`src/fcr_pkg.sv`:
```
// Shared constants and types for the file command register block
package fcr_pkg;

  // ----------------------------------------------------------------
  // Bus geometry
  // ----------------------------------------------------------------
  localparam int unsigned ADDR_W = 12;
  localparam int unsigned DATA_W = 32;

  // ----------------------------------------------------------------
  // Register byte offsets
  // ----------------------------------------------------------------
  localparam logic [11:0] OFS_START_FILE = 12'h000;
  localparam logic [11:0] OFS_FILE_COUNT = 12'h004;
  localparam logic [11:0] OFS_FILE_SIZE  = 12'h008;
  localparam logic [11:0] OFS_TIMESTAMP  = 12'h00C;
  localparam logic [11:0] OFS_CMD_CODE   = 12'h010;
  localparam logic [11:0] OFS_PATTERN    = 12'h014;
  localparam logic [11:0] OFS_STATUS     = 12'h100;
  localparam logic [11:0] OFS_MAX_FILES  = 12'h104;
  localparam logic [11:0] OFS_DIR_FILES  = 12'h114;
  localparam logic [11:0] OFS_DISK_FSIZE = 12'h118;
  localparam logic [11:0] OFS_DISK_FTOT  = 12'h11C;
  localparam logic [11:0] OFS_CAP_LO     = 12'h120;
  localparam logic [11:0] OFS_CAP_HI     = 12'h124;
  localparam logic [11:0] OFS_XFER_LO    = 12'h214;
  localparam logic [11:0] OFS_XFER_HI    = 12'h218;
  localparam logic [11:0] OFS_IRQ_STS    = 12'h300;
  localparam logic [11:0] OFS_IRQ_MASK   = 12'h304;

  // ----------------------------------------------------------------
  // Field positions and codes
  // ----------------------------------------------------------------
  localparam int unsigned ST_BUSY  = 0;
  localparam int unsigned ST_ERR   = 1;
  localparam int unsigned ST_VFAIL = 2;
  localparam int unsigned IRQ_DONE  = 0;
  localparam int unsigned IRQ_ERR   = 1;
  localparam int unsigned IRQ_VFAIL = 2;

  localparam logic [1:0] CMD_FORMAT = 2'h0;
  localparam logic [1:0] CMD_WRITE  = 2'h2;
  localparam logic [1:0] CMD_READ   = 2'h3;

  localparam logic [2:0] PAT_INC   = 3'h0;
  localparam logic [2:0] PAT_DEC   = 3'h1;
  localparam logic [2:0] PAT_ZEROS = 3'h2;
  localparam logic [2:0] PAT_ONES  = 3'h3;
  localparam logic [2:0] PAT_LFSR  = 3'h4;

  // ----------------------------------------------------------------
  // Reset values and counts
  // ----------------------------------------------------------------
  localparam logic [31:0] RST_TIMESTAMP = 32'h0000_0000;
  localparam logic [31:0] LFSR_SEED     = 32'h0000_0001;
  localparam logic [31:0] LFSR_TAPS     = 32'h8020_0003;
  localparam logic [55:0] BYTES_PER_WORD = 56'h00_0000_0000_0004;

  // ----------------------------------------------------------------
  // Types
  // ----------------------------------------------------------------
  typedef enum logic [2:0] {
    ST_IDLE = 3'b001,
    ST_REQ  = 3'b010,
    ST_RUN  = 3'b100
  } fcr_fsm_t;

  typedef struct packed {
    logic        psel;
    logic        penable;
    logic        pwrite;
    logic [11:0] paddr;
    logic [31:0] pwdata;
  } fcr_apb_req_t;

  typedef struct packed {
    logic        pready;
    logic        pslverr;
    logic [31:0] prdata;
  } fcr_apb_rsp_t;

  typedef struct packed {
    logic [31:0] timestamp;
    logic [2:0]  file_size;
    logic [26:0] start_file;
    logic [26:0] file_count;
    logic [2:0]  pattern;
  } fcr_param_t;

  typedef struct packed {
    logic [26:0] max_files;
    logic [19:0] dir_files;
    logic [2:0]  file_size;
    logic [26:0] file_total;
    logic [47:0] capacity;
  } fcr_disk_t;

  typedef struct packed {
    fcr_fsm_t    fsm;
    logic [1:0]  cmd;
    fcr_param_t  prm;
    logic        req;
    logic        vfail;
    logic        err_d;
    logic [2:0]  irq_sts;
    logic [2:0]  irq_mask;
    logic [55:0] xfer;
    logic [31:0] prdata;
  } fcr_regs_t;

  typedef struct packed {
    logic [2:0]  sel;
    logic [31:0] seq;
    logic [31:0] lfsr;
    logic [31:0] word;
  } fcr_pat_t;

endpackage

```
`src/fcr_cmd_regs.sv`:
```
// APB register front end and command handshake for the file engine
//
// Summary of operation
// - Command codes: 00 format, 10 write files, 11 read files.
// - Writing a command while idle starts it and raises busy.
// - Busy clears when the engine finishes the running command.
// - Error bit follows the engine's error indication.
// - Read mismatch sets verify-fail; transfer carries on regardless.
// - Running byte count is readable while a command runs.
// - Disk information readable after a successful format.
// - Command write produces one request pulse to the engine.
// - Pattern codes: inc 000, dec 001, zeros 010, ones 011, LFSR 100.
//
// The placing of the registers and the APB interface to the registers were decided locally.
module fcr_cmd_regs (
  input  wire logic                  i_clk,
  input  wire logic                  i_rst,
  input  wire fcr_pkg::fcr_apb_req_t i_apb,
  output fcr_pkg::fcr_apb_rsp_t      o_apb,
  output logic                       o_irq,
  output logic                       o_cmd_req,
  output logic [1:0]                 o_cmd_code,
  output fcr_pkg::fcr_param_t        o_param,
  input  wire logic                  i_eng_busy,
  input  wire logic                  i_eng_error,
  input  wire fcr_pkg::fcr_disk_t    i_disk,
  output logic                       o_wr_valid,
  output logic [31:0]                o_wr_data,
  input  wire logic                  i_wr_ready,
  input  wire logic                  i_rd_valid,
  input  wire logic [31:0]           i_rd_data
);
  import fcr_pkg::*;

  fcr_regs_t   regs_r;
  fcr_regs_t   regs_nxt;
  logic        setup;
  logic        wr_en;
  logic        mapped;
  logic [31:0] rd_val;
  logic [2:0]  status;
  logic        cmd_take;
  logic        wr_beat;
  logic        rd_beat;
  logic        mismatch;
  logic [2:0]  irq_ev;
  logic [2:0]  irq_clr;
  logic [31:0] pat_word;

  // ----------------------------------------------------------------
  // Helpers
  // ----------------------------------------------------------------
  function automatic logic [31:0] zext27(input logic [26:0] v);
    zext27 = {5'h00, v};
  endfunction

  function automatic logic [31:0] zext3(input logic [2:0] v);
    zext3 = {29'h0000_0000, v};
  endfunction

  // Running phase of one command kind: gates beats and write valid
  function automatic logic run_of(input fcr_fsm_t   fsm,
                                  input logic [1:0] cur,
                                  input logic [1:0] kind);
    run_of = (fsm == ST_RUN) & (cur == kind);
  endfunction

  // Access phase of a write to one offset
  function automatic logic wr_hit(input fcr_apb_req_t req,
                                  input logic [11:0]  ofs);
    wr_hit = req.psel & req.penable & req.pwrite & (req.paddr == ofs);
  endfunction

  // ----------------------------------------------------------------
  // Bus phases
  // ----------------------------------------------------------------
  assign setup = i_apb.psel & ~i_apb.penable;
  // Zero wait states, so every access phase completes
  assign wr_en = i_apb.psel & i_apb.penable & i_apb.pwrite;

  // ----------------------------------------------------------------
  // Status word
  // ----------------------------------------------------------------
  // Busy also covers the engine's own start-up, so host waits on it
  assign status[ST_BUSY]  = (regs_r.fsm != ST_IDLE) | i_eng_busy;
  assign status[ST_ERR]   = i_eng_error;
  assign status[ST_VFAIL] = regs_r.vfail;

  // ----------------------------------------------------------------
  // Read decode (pure mux: status reads leave every bit alone)
  // ----------------------------------------------------------------
  always_comb begin
    rd_val = 32'h0000_0000;
    mapped = 1'b1;
    unique case (i_apb.paddr)
      OFS_START_FILE: begin
        rd_val = zext27(regs_r.prm.start_file);
      end
      OFS_FILE_COUNT: begin
        rd_val = zext27(regs_r.prm.file_count);
      end
      OFS_FILE_SIZE: begin
        rd_val = zext3(regs_r.prm.file_size);
      end
      OFS_TIMESTAMP: begin
        rd_val = regs_r.prm.timestamp;
      end
      OFS_CMD_CODE: begin
        rd_val = 32'h0000_0000;
      end
      OFS_PATTERN: begin
        rd_val = zext3(regs_r.prm.pattern);
      end
      OFS_STATUS: begin
        rd_val = zext3(status);
      end
      OFS_MAX_FILES: begin
        rd_val = zext27(i_disk.max_files);
      end
      OFS_DIR_FILES: begin
        rd_val = {12'h000, i_disk.dir_files};
      end
      OFS_DISK_FSIZE: begin
        rd_val = zext3(i_disk.file_size);
      end
      OFS_DISK_FTOT: begin
        rd_val = zext27(i_disk.file_total);
      end
      OFS_CAP_LO: begin
        rd_val = i_disk.capacity[31:0];
      end
      OFS_CAP_HI: begin
        rd_val = {16'h0000, i_disk.capacity[47:32]};
      end
      OFS_XFER_LO: begin
        rd_val = regs_r.xfer[31:0];
      end
      OFS_XFER_HI: begin
        rd_val = {8'h00, regs_r.xfer[55:32]};
      end
      OFS_IRQ_STS: begin
        rd_val = zext3(regs_r.irq_sts);
      end
      OFS_IRQ_MASK: begin
        rd_val = zext3(regs_r.irq_mask);
      end
      default: begin
        mapped = 1'b0;
      end
    endcase
  end

  // ----------------------------------------------------------------
  // Command acceptance
  // ----------------------------------------------------------------
  // A new command is refused while one is still in flight
  assign cmd_take = wr_hit(i_apb, OFS_CMD_CODE)
                    & (regs_r.fsm == ST_IDLE) & ~i_eng_busy;

  // ----------------------------------------------------------------
  // Data beats
  // ----------------------------------------------------------------
  // Beats outside the running phase are neither counted nor checked
  assign wr_beat  = run_of(regs_r.fsm, regs_r.cmd, CMD_WRITE) & i_wr_ready;
  assign rd_beat  = run_of(regs_r.fsm, regs_r.cmd, CMD_READ) & i_rd_valid;
  assign mismatch = rd_beat & (i_rd_data != pat_word);

  // ----------------------------------------------------------------
  // Interrupt events
  // ----------------------------------------------------------------
  assign irq_clr = wr_hit(i_apb, OFS_IRQ_STS) ? i_apb.pwdata[2:0] : 3'h0;

  // Done marks the engine dropping busy, error its rising edge only
  assign irq_ev[IRQ_DONE]  = (regs_r.fsm == ST_RUN) & ~i_eng_busy;
  assign irq_ev[IRQ_ERR]   = i_eng_error & ~regs_r.err_d;
  assign irq_ev[IRQ_VFAIL] = mismatch;

  // ----------------------------------------------------------------
  // Next state
  // ----------------------------------------------------------------
  always_comb begin
    regs_nxt       = regs_r;
    regs_nxt.req   = 1'b0;
    regs_nxt.err_d = i_eng_error;

    if (setup) begin
      regs_nxt.prdata = rd_val;
    end

    if (wr_en) begin
      unique case (i_apb.paddr)
        OFS_START_FILE: begin
          regs_nxt.prm.start_file = i_apb.pwdata[26:0];
        end
        OFS_FILE_COUNT: begin
          regs_nxt.prm.file_count = i_apb.pwdata[26:0];
        end
        OFS_FILE_SIZE: begin
          regs_nxt.prm.file_size = i_apb.pwdata[2:0];
        end
        OFS_TIMESTAMP: begin
          regs_nxt.prm.timestamp = i_apb.pwdata;
        end
        OFS_PATTERN: begin
          regs_nxt.prm.pattern = i_apb.pwdata[2:0];
        end
        OFS_IRQ_MASK: begin
          regs_nxt.irq_mask = i_apb.pwdata[2:0];
        end
        OFS_CMD_CODE, OFS_IRQ_STS: begin
          // Taken by the command and interrupt paths
          regs_nxt.prm = regs_r.prm;
        end
        default: begin
          // Read-only and unmapped offsets drop the write
          regs_nxt.prm = regs_r.prm;
        end
      endcase
    end

    unique case (regs_r.fsm)
      ST_IDLE: begin
        if (cmd_take) begin
          regs_nxt.cmd   = i_apb.pwdata[1:0];
          regs_nxt.req   = 1'b1;
          regs_nxt.fsm   = ST_REQ;
          regs_nxt.vfail = 1'b0;
          regs_nxt.xfer  = 56'h00_0000_0000_0000;
        end
      end
      ST_REQ: begin
        // Hold busy until the engine takes over, or gives up
        if (i_eng_busy) begin
          regs_nxt.fsm = ST_RUN;
        end else if (irq_ev[IRQ_ERR]) begin
          // Only a fresh error; a stale one would drop the new command
          regs_nxt.fsm = ST_IDLE;
        end
      end
      ST_RUN: begin
        if (!i_eng_busy) begin
          regs_nxt.fsm = ST_IDLE;
        end
      end
      default: begin
        regs_nxt.fsm = ST_IDLE;
      end
    endcase

    // Count keeps running after a mismatch
    if (wr_beat || rd_beat) begin
      regs_nxt.xfer = regs_r.xfer + BYTES_PER_WORD;
    end
    if (mismatch) begin
      regs_nxt.vfail = 1'b1;
    end

    // New events win over a same-cycle clear
    regs_nxt.irq_sts = (regs_r.irq_sts & ~irq_clr) | irq_ev;
  end

  // ----------------------------------------------------------------
  // State register
  // ----------------------------------------------------------------
  always_ff @(posedge i_clk or posedge i_rst) begin
    if (i_rst) begin
      regs_r.fsm      <= ST_IDLE;
      regs_r.cmd      <= CMD_FORMAT;
      regs_r.prm      <= '{timestamp: RST_TIMESTAMP,
                           file_size: 3'h0,
                           start_file: 27'h000_0000,
                           file_count: 27'h000_0000,
                           pattern: PAT_INC};
      regs_r.req      <= 1'b0;
      regs_r.vfail    <= 1'b0;
      regs_r.err_d    <= 1'b0;
      regs_r.irq_sts  <= 3'h0;
      regs_r.irq_mask <= 3'h0;
      regs_r.xfer     <= 56'h00_0000_0000_0000;
      regs_r.prdata   <= 32'h0000_0000;
    end else begin
      regs_r <= regs_nxt;
    end
  end

  // ----------------------------------------------------------------
  // Pattern source shared by write data and read checking
  // ----------------------------------------------------------------
  fcr_pattern_gen u_pattern (
    .i_clk  (i_clk),
    .i_rst  (i_rst),
    .i_load (cmd_take),
    .i_sel  (regs_r.prm.pattern),
    .i_adv  (wr_beat | rd_beat),
    .o_word (pat_word)
  );

  // ----------------------------------------------------------------
  // Outputs
  // ----------------------------------------------------------------
  always_comb begin
    o_apb.pready  = 1'b1;
    o_apb.pslverr = i_apb.psel & i_apb.penable & ~mapped;
    o_apb.prdata  = regs_r.prdata;
  end

  assign o_irq      = |(regs_r.irq_sts & regs_r.irq_mask);
  assign o_cmd_req  = regs_r.req;
  assign o_cmd_code = regs_r.cmd;
  assign o_param    = regs_r.prm;
  assign o_wr_valid = run_of(regs_r.fsm, regs_r.cmd, CMD_WRITE);
  assign o_wr_data  = pat_word;

endmodule // fcr_cmd_regs

```
`src/fcr_pattern_gen.sv`:
```
// Test pattern generator feeding write data and read verification
module fcr_pattern_gen (
  input  wire logic        i_clk,
  input  wire logic        i_rst,
  input  wire logic        i_load,
  input  wire logic [2:0]  i_sel,
  input  wire logic        i_adv,
  output logic [31:0]      o_word
);
  import fcr_pkg::*;

  fcr_pat_t pat_r;
  fcr_pat_t pat_nxt;

  // ----------------------------------------------------------------
  // Helpers
  // ----------------------------------------------------------------
  function automatic logic [31:0] lfsr_step(input logic [31:0] v);
    lfsr_step = v[0] ? ((v >> 1) ^ LFSR_TAPS) : (v >> 1);
  endfunction

  function automatic logic [31:0] pat_word(input logic [2:0]  sel,
                                           input logic [31:0] seq,
                                           input logic [31:0] lf);
    unique case (sel)
      PAT_INC:   pat_word = seq;
      PAT_DEC:   pat_word = ~seq;
      PAT_ZEROS: pat_word = 32'h0000_0000;
      PAT_ONES:  pat_word = 32'hFFFF_FFFF;
      PAT_LFSR:  pat_word = lf;
      default:   pat_word = seq;
    endcase
  endfunction

  // ----------------------------------------------------------------
  // Sequencer
  // ----------------------------------------------------------------
  always_comb begin
    pat_nxt = pat_r;
    if (i_load) begin
      pat_nxt.sel  = i_sel;
      pat_nxt.seq  = 32'h0000_0000;
      pat_nxt.lfsr = LFSR_SEED;
      pat_nxt.word = pat_word(i_sel, 32'h0000_0000, LFSR_SEED);
    end else if (i_adv) begin
      pat_nxt.seq  = pat_r.seq + 32'h0000_0001;
      pat_nxt.lfsr = lfsr_step(pat_r.lfsr);
      pat_nxt.word = pat_word(pat_r.sel, pat_nxt.seq, pat_nxt.lfsr);
    end
  end

  always_ff @(posedge i_clk or posedge i_rst) begin
    if (i_rst) begin
      pat_r <= '{sel: PAT_INC, seq: 32'h0000_0000, lfsr: LFSR_SEED,
                 word: 32'h0000_0000};
    end else begin
      pat_r <= pat_nxt;
    end
  end

  assign o_word = pat_r.word;

endmodule // fcr_pattern_gen

```
`config.mk`:
```
export PLATFORM = sky130hd
export DESIGN_NAME = fcr_cmd_regs
export DESIGN_NICKNAME = d
export VERILOG_FILES = /design/src/fcr_pkg.sv /design/src/fcr_cmd_regs.sv /design/src/fcr_pattern_gen.sv
export SDC_FILE = /design/constraint.sdc
export NUM_CORES = 1
export LEC_CHECK = 0
export BUFFER_PORTS_ARGS = -buffer_cell sky130_fd_sc_hd__buf_4
export CORE_MARGIN = 4
export CORE_UTILIZATION = 60
export DETAILED_ROUTE_END_ITERATION = 7
export GPL_ROUTABILITY_DRIVEN = 1
export HOLD_SLACK_MARGIN = 0.05
export PLACE_DENSITY_LB_ADDON = 0.2
export REMOVE_ABC_BUFFERS = 1
export SLEW_MARGIN = 20
export SYNTH_ARGS = -nofsm -noshare
export SYNTH_HDL_FRONTEND = slang
export SYNTH_SLANG_ARGS = --single-unit
```
`constraint.sdc`:
```
create_clock -name i_clk -period 22.2 [get_ports i_clk]
set_input_delay 1.11 -clock i_clk [delete_from_list [all_inputs] [get_ports i_clk]]
set_output_delay 1.11 -clock i_clk [all_outputs]
set_load 0.01 [all_outputs]
```
==> out/summary.txt, run 1 <==
Synth warnings: 0
Synthesized netlist cell count: 1888
Fin cells: 2440
Max-slew violation count: 0
Multiplexer share of the synthesized area: 9.865%
Core area: 28940 um2
First-pass GRT wire length: 93030 um
Worst hold path type: reg -> reg
Total wire length: 60270 um
CTS root buf: clkbuf_16
Htree depth: 2
Area share of the largest cell type after synthesis: 40.85%
GRT Residual Overflow: 0
Largest net degree at the start of global routing: 143
Initial drt markers: 2300
Synthesized flop and latch total: 291
Total power density per cell area: 60.50 nW/um2
Distinct cells, synth: 79
Clk pwr share: 49.1%
Final worst setup slack: 17.81 ns
Post-CTS sizing: 0
Setup-failing EPs final: 0
Most common cell in the netlist: dfrtp_1
Die H: 179.8 um
Initial antenna violation count: 0
IO Pins: 373
Final Total Pwr: 1251 uW
Status: complete, no violations
Cts bufs inserted: 34
Synth cell count leaders: dfrtp_1 (289), nand2_1 (189), buf_4 (164), o21ai_0 (158), nor2_1 (122)
CTS Hold Bufs: 0
Final TNS setup: 0 ns
Via density: 6.709
Port bufs: 371
First-pass DRT Iterations: 6
Nature of the critical path startpoint: input pin
Internal power: 967.5 uW
Critical path arrival: 3.28 ns
FF-to-FF setup slack: 18.77 ns
Maximum root-to-sink buffer count: 3
Synth Area in Compound Gates: 18.45%
Hold WS: 0.4875 ns
HPWL reported at the end of detailed placement: 43110 um
Core Rows: 62
Post-Synth XOR/XNOR Area: 3.116%
Prevailing post-synth register cell: dfrtp_1
Simple-Gate Fraction of Synth Area: 16.90%
Reg clk slew, reported paths: 0.06 ns
Post-CTS setup buffer count: 0
Layout Nets: 2248
Area contributors post-synth: dfrtp_1 (41%), buf_4 (7.0%), mux2_2 (5.8%)
Critical Path End Type: output port
Placed Cells: 2383
Sequential share of the synthesized area: 41.14%
Minimum clock period: 4.393 ns
Die area: 32320 um2
Routed WL per cell: 24.70 um
Critical path type: in -> out
Diode count: 0
VDD IR-drop max: 50.96 uV
Main combinational cell family by area after synthesis: compound AO/OA/AOI/OAI gates
Switching Fraction: 22.66%
Maxcap violations: 0
Syn avg cell area: 9.378 um2
Sequential cell fraction of total power: 43.4%
Vias in the first global route: 15730
Data required time at the worst endpoint: 21.09 ns
EDFF count, synth: 0
DRT antenna net count: 0
Share of layout cells above drive strength 1: 29.47%
Sw Pwr: 283.5 uW
Via count: 16370
Leak Pwr: 0.009388 uW
Mapped Area: 17710 um2
Die X: 179.8 um
Clk_skew: 0.02881 ns
Normalized max-slew margin: 27.07%
Worst Path Max Fanout: 15
Sink Count: 291
RePlAce Congestion: 0.9580
Worst Tran Pin Value: 1.092 ns
Fin crit share: 19.79%
Max Freq: 227.6 MHz
Post-synthesis adder-cell area fraction: 0.1413%
Cell taking the most area after synthesis: dfrtp_1
Post-place setup slack: 17.89 ns
Final Hold Viols: 0
Total track usage: 35.69%
Clock latency on the worst-skew pair: 0.53 ns
Combinational share of power: 7.5%
Starting Density: 61.19%
CTS tree: built
Asr flop ratio synth: 100.0%
Area Growth Syn to Fin: 16.78%
DRC violations left: 0
Unrepaired setup endpoints after global routing: no
==> through the flow <==
stage	util, %	cell area (um2)
2_1_floorplan	-	15960
3_3_place_gp	67.16	19430
3_5_place_dp	67.16	19430
4_1_cts	71.35	20640
5_1_grt	71.46	20680
6_report	71.46	20680
==> power groups by stage <==
stage / Sequential, uW / Combinational [uW] / Clock (uW)
floorplan: 554 / 29.5 / 0
global placement: 552 / 90.0 / 0
detailed placement: 552 / 91.8 / 0
CTS: 543 / 92.3 / 617
global route: 543 / 101 / 638
finish: 543 / 93.8 / 614
==> registers in the layout, summed over array words and instances, names as in the netlist <==
| name | flops |
|---|---|
| o_apb | 32 |
| o_cmd_code | 2 |
| o_cmd_req | 1 |
| o_param | 92 |
| regs_r | 65 |
| u_pattern.o_word | 32 |
| u_pattern.pat_r | 67 |
==> layout make-up <==
| class | instances | area [um2] |
|---|---|---|
| multi-input cells | 1293 | 8632 |
| inverters | 23 | 93.84 |
| clock inverters | 15 | 304.0 |
| clock buffers | 41 | 908.4 |
| flip-flops and latches | 291 | 7284 |
| well taps | 384 | 480.5 |
| fillers | 2143 | 8258 |
| repair buffers | 393 | 2974 |
==> worst paths after layout <==
| kind | from | end | cells past startpoint |
|---|---|---|---|
| worst max-delay path | i_apb[36] | o_apb[32] | 7 |
| worst min-delay path | o_apb[23]$_DFFE_PP0P_ | o_apb[23]$_DFFE_PP0P_ | 2 |
| worst max register to register | regs_r[191]$_DFFE_PP1P_ | u_pattern.o_word[14]$_DFFE_PP0P_ | 9 |
| worst min register to register | o_apb[23]$_DFFE_PP0P_ | o_apb[23]$_DFFE_PP0P_ | 2 |
| max in group asynchronous | i_rst | o_param[35]$_DFFE_PP0P_ | 4 |
| min in group asynchronous | i_rst | u_pattern.pat_r[79]$_DFFE_PP0P_ | 2 |
==> kinds of logic after synthesis <==
group | Yosys count
AO/OA/AOI/OAI | 497
buffers and inverters | 304
XOR/XNOR | 63
other | 1
flip-flops | 291
multiplexers | 153
adder cells (fa/ha/maj) | 2
AND/OR/NAND/NOR | 577
==> metal layers <==
metal	wire length, um	GRT usage [%]	vias to the layer above
met2	26380	52.64	1201
li1	-	-	7087
met3	7444	8.711	178
met5	0	0	-
met4	2279	11.31	0
met1	24170	52.27	7904
==> layout by cell type (no fill, tap or decap), types with 11 or more instances in the layout <==
cell       count
nand4_1       36
o31ai_1       28
nor3_1        18
and4_1        11
a22o_1        17
o211ai_1      23
mux2_4        20
buf_4        391
a31oi_1       38
mux2i_1       41
o21ai_0      158
a221oi_1      25
nor2_1       120
mux2_2        91
nor4_1        15
a22oi_1       55
dfrtp_1      289
a21oi_1       57
a32oi_1       11
clkbuf_16     35
xnor2_1       55
inv_1         21
nand3_1       72
and3_1        29
nand2_1      187
o22ai_1       14
==> worst max-delay path: stages <==
cell       delay (ns)
buf_4            0.16
or4_1            0.87
nor2_2           0.54
o21ai_0          0.16
o21ai_0          0.10
a2111oi_0        0.10
buf_4            0.23
(Power assumes the default switching activity.)
==> inputs of run 2 (changes only) <==
--- a/config.mk
+++ b/config.mk
@@ -7,7 +7,7 @@
 export LEC_CHECK = 0
 export BUFFER_PORTS_ARGS = -buffer_cell sky130_fd_sc_hd__buf_4
 export CORE_MARGIN = 4
-export CORE_UTILIZATION = 60
+export CORE_UTILIZATION = 51
 export DETAILED_ROUTE_END_ITERATION = 7
 export GPL_ROUTABILITY_DRIVEN = 1
 export HOLD_SLACK_MARGIN = 0.05
==> constraint.sdc (replaced) <==
create_clock -name i_clk -period 3.7 [get_ports i_clk]
set_input_delay 0.185 -clock i_clk [delete_from_list [all_inputs] [get_ports i_clk]]
set_output_delay 0.185 -clock i_clk [all_outputs]
set_load 0.01 [all_outputs]
==> out/summary.txt, run 2 (synthesized netlist as in run 1, its figures left out) <==
Worst hold path type: in -> reg
Die X: 194.3 um
Routed WL per cell: 24.58 um
Die H: 194.3 um
Fin crit share: 88.52%
Largest net degree at the start of global routing: 127
First-pass DRT Iterations: 6
HPWL reported at the end of detailed placement: 46390 um
Die area: 37760 um2
Hold WS: 0.05657 ns
Hold Crit Depth: 5
Most frequent cells in the layout: buf_4 (416), dfrtp_1 (289), nand2_1 (188)
Clock latency on the worst-skew pair: 0.54 ns
Worst R2R Path Depth: 7
Capturing point of the worst reg2reg path: regs_r[58]$_DFFE_PP0P_
Diode count: 0
Total wire length: 63870 um
Core area: 33870 um2
Area Growth Syn to Fin: 22.03%
Worst Path Max Fanout: 13
GRT Residual Overflow: 0
Critical Path End Type: flip-flop
Post-CTS setup buffer count: 0
Final Hold Viols: 0
First-pass GRT wire length: 97140 um
Critical path arrival: 3.75 ns
Critical path type: in -> reg
Reg clk slew, reported paths: 0.06 ns
DRT antenna net count: 0
Worst Tran Pin Value: 1.073 ns
Maxcap violations: 0
Via density: 6.323
VDD IR-drop max: 317.8 uV
Clk_skew: 0.02661 ns
DRC violations left: 0
Crit path launch: i_apb[37]
Starting Density: 52.28%
IO Pins: 373
Post-place setup slack: 0.9242 ns
Post-CTS sizing: 0
Port bufs: 371
Core Rows: 67
Final TNS setup: 0 ns
Total track usage: 32.33%
Vias in the first global route: 15920
CTS Hold Bufs: 67
Final worst setup slack: 0.4248 ns
Via count: 16430
Setup-failing EPs final: 0
CTS root buf: clkbuf_16
Worst Hold End: o_apb[24]$_DFFE_PP0P_
FF-to-FF setup slack: 0.92 ns
Htree depth: 2
Max reg flops: 92
Minimum clock period: 3.275 ns
Leak Pwr: 0.009784 uW
Normalized max-slew margin: 28.48%
Status: complete, no violations
Most common cell after layout, fill and taps aside: buf_4
Share of layout cells above drive strength 1: 29.53%
Cts bufs inserted: 34
Unrepaired setup endpoints after global routing: no
Nature of the critical path startpoint: input pin
Maximum root-to-sink buffer count: 3
Sink Count: 291
Layout Nets: 2340
Max Freq: 305.3 MHz
Total power density per cell area: 348.8 nW/um2
Initial drt markers: 1849
Initial antenna violation count: 0
Data required time at the worst endpoint: 4.17 ns
Reg2reg start: regs_r[35]$_DFFE_PP0P_
RePlAce Congestion: 0.9850
Hold_sp: i_disk[122]
CTS tree: built
Max-slew violation count: 0
==> run 2: cell count changes in the layout (fill, tap and decap cells not counted), sizes merged <==
cell         previous run  this run
buf                   393       418
bufinv                  8         6
clkbuf                 41        42
clkinv                  6         7
clkinvlp                1         2
dlygate4sd3             0        67
inv                    23        24
==> run 2: power by group <==
part | switching, uW | internal [uW]
Sequential | 31.1 | 3220
Combinational | 317 | 318
Clock | 1410 | 2240
==> run 2: metal layers <==
layer | GRT usage [%] | wire, um | vias to the layer above | part of all wire [%]
li1 | - | - | 7299 | -
met1 | 45.44 | 26550 | 8092 | 42
met2 | 50.43 | 29130 | 868 | 46
met3 | 6.804 | 5741 | 169 | 9.0
met4 | 10.52 | 2444 | 0 | 3.8
met5 | 0 | 0 | - | 0
==> run 2: layout make-up <==
cell class                      instances  area (um2)
Inverter                               23       93.84
Tap cell                              448       560.5
Sequential cell                       291        7284
Clock inverter                         16       261.5
Multi-Input combinational cell       1293        8631
Timing Repair Buffer                  485        3834
Clock buffer                           42       942.2
Fill cell                            2815       12260
==> run 2: critical path: stages <==
cell and delay [ns]:
buf_4 0.16, nor4b_2 0.65, buf_4 0.29, nand2_1 0.28
nor2_1 0.57, a22oi_1 0.19, dlygate4sd3_1 0.60, a41oi_1 0.21
dlygate4sd3_1 0.60
==> run 2: stage by stage <==
stage | power (uW) | util [%] | cell area (um2) | instances
detailed placement | 3878 | 58.26 | 19730 | 2473
floorplan | 3501 | - | 15960 | 1607
global route | 7742 | 63.80 | 21610 | 2598
finish | 7537 | 63.80 | 21610 | 2598
CTS | 7558 | 63.79 | 21600 | 2598
global placement | 3873 | 58.26 | 19730 | 2473
==> run 2: worst max-delay path by stage <==
stage	end	slack, ns	cells after the start
2_1_floorplan	o_apb[0]$_DFFE_PP0P_	-4.52	1
3_3_place_gp	o_param[22]$_DFFE_PP0P_	1.04	5
3_5_place_dp	o_param[22]$_DFFE_PP0P_	0.92	5
4_1_cts	o_apb[11]$_DFFE_PP0P_	0.72	9
5_1_grt	o_apb[6]$_DFFE_PP0P_	0.49	9
6_report	o_apb[6]$_DFFE_PP0P_	0.42	9
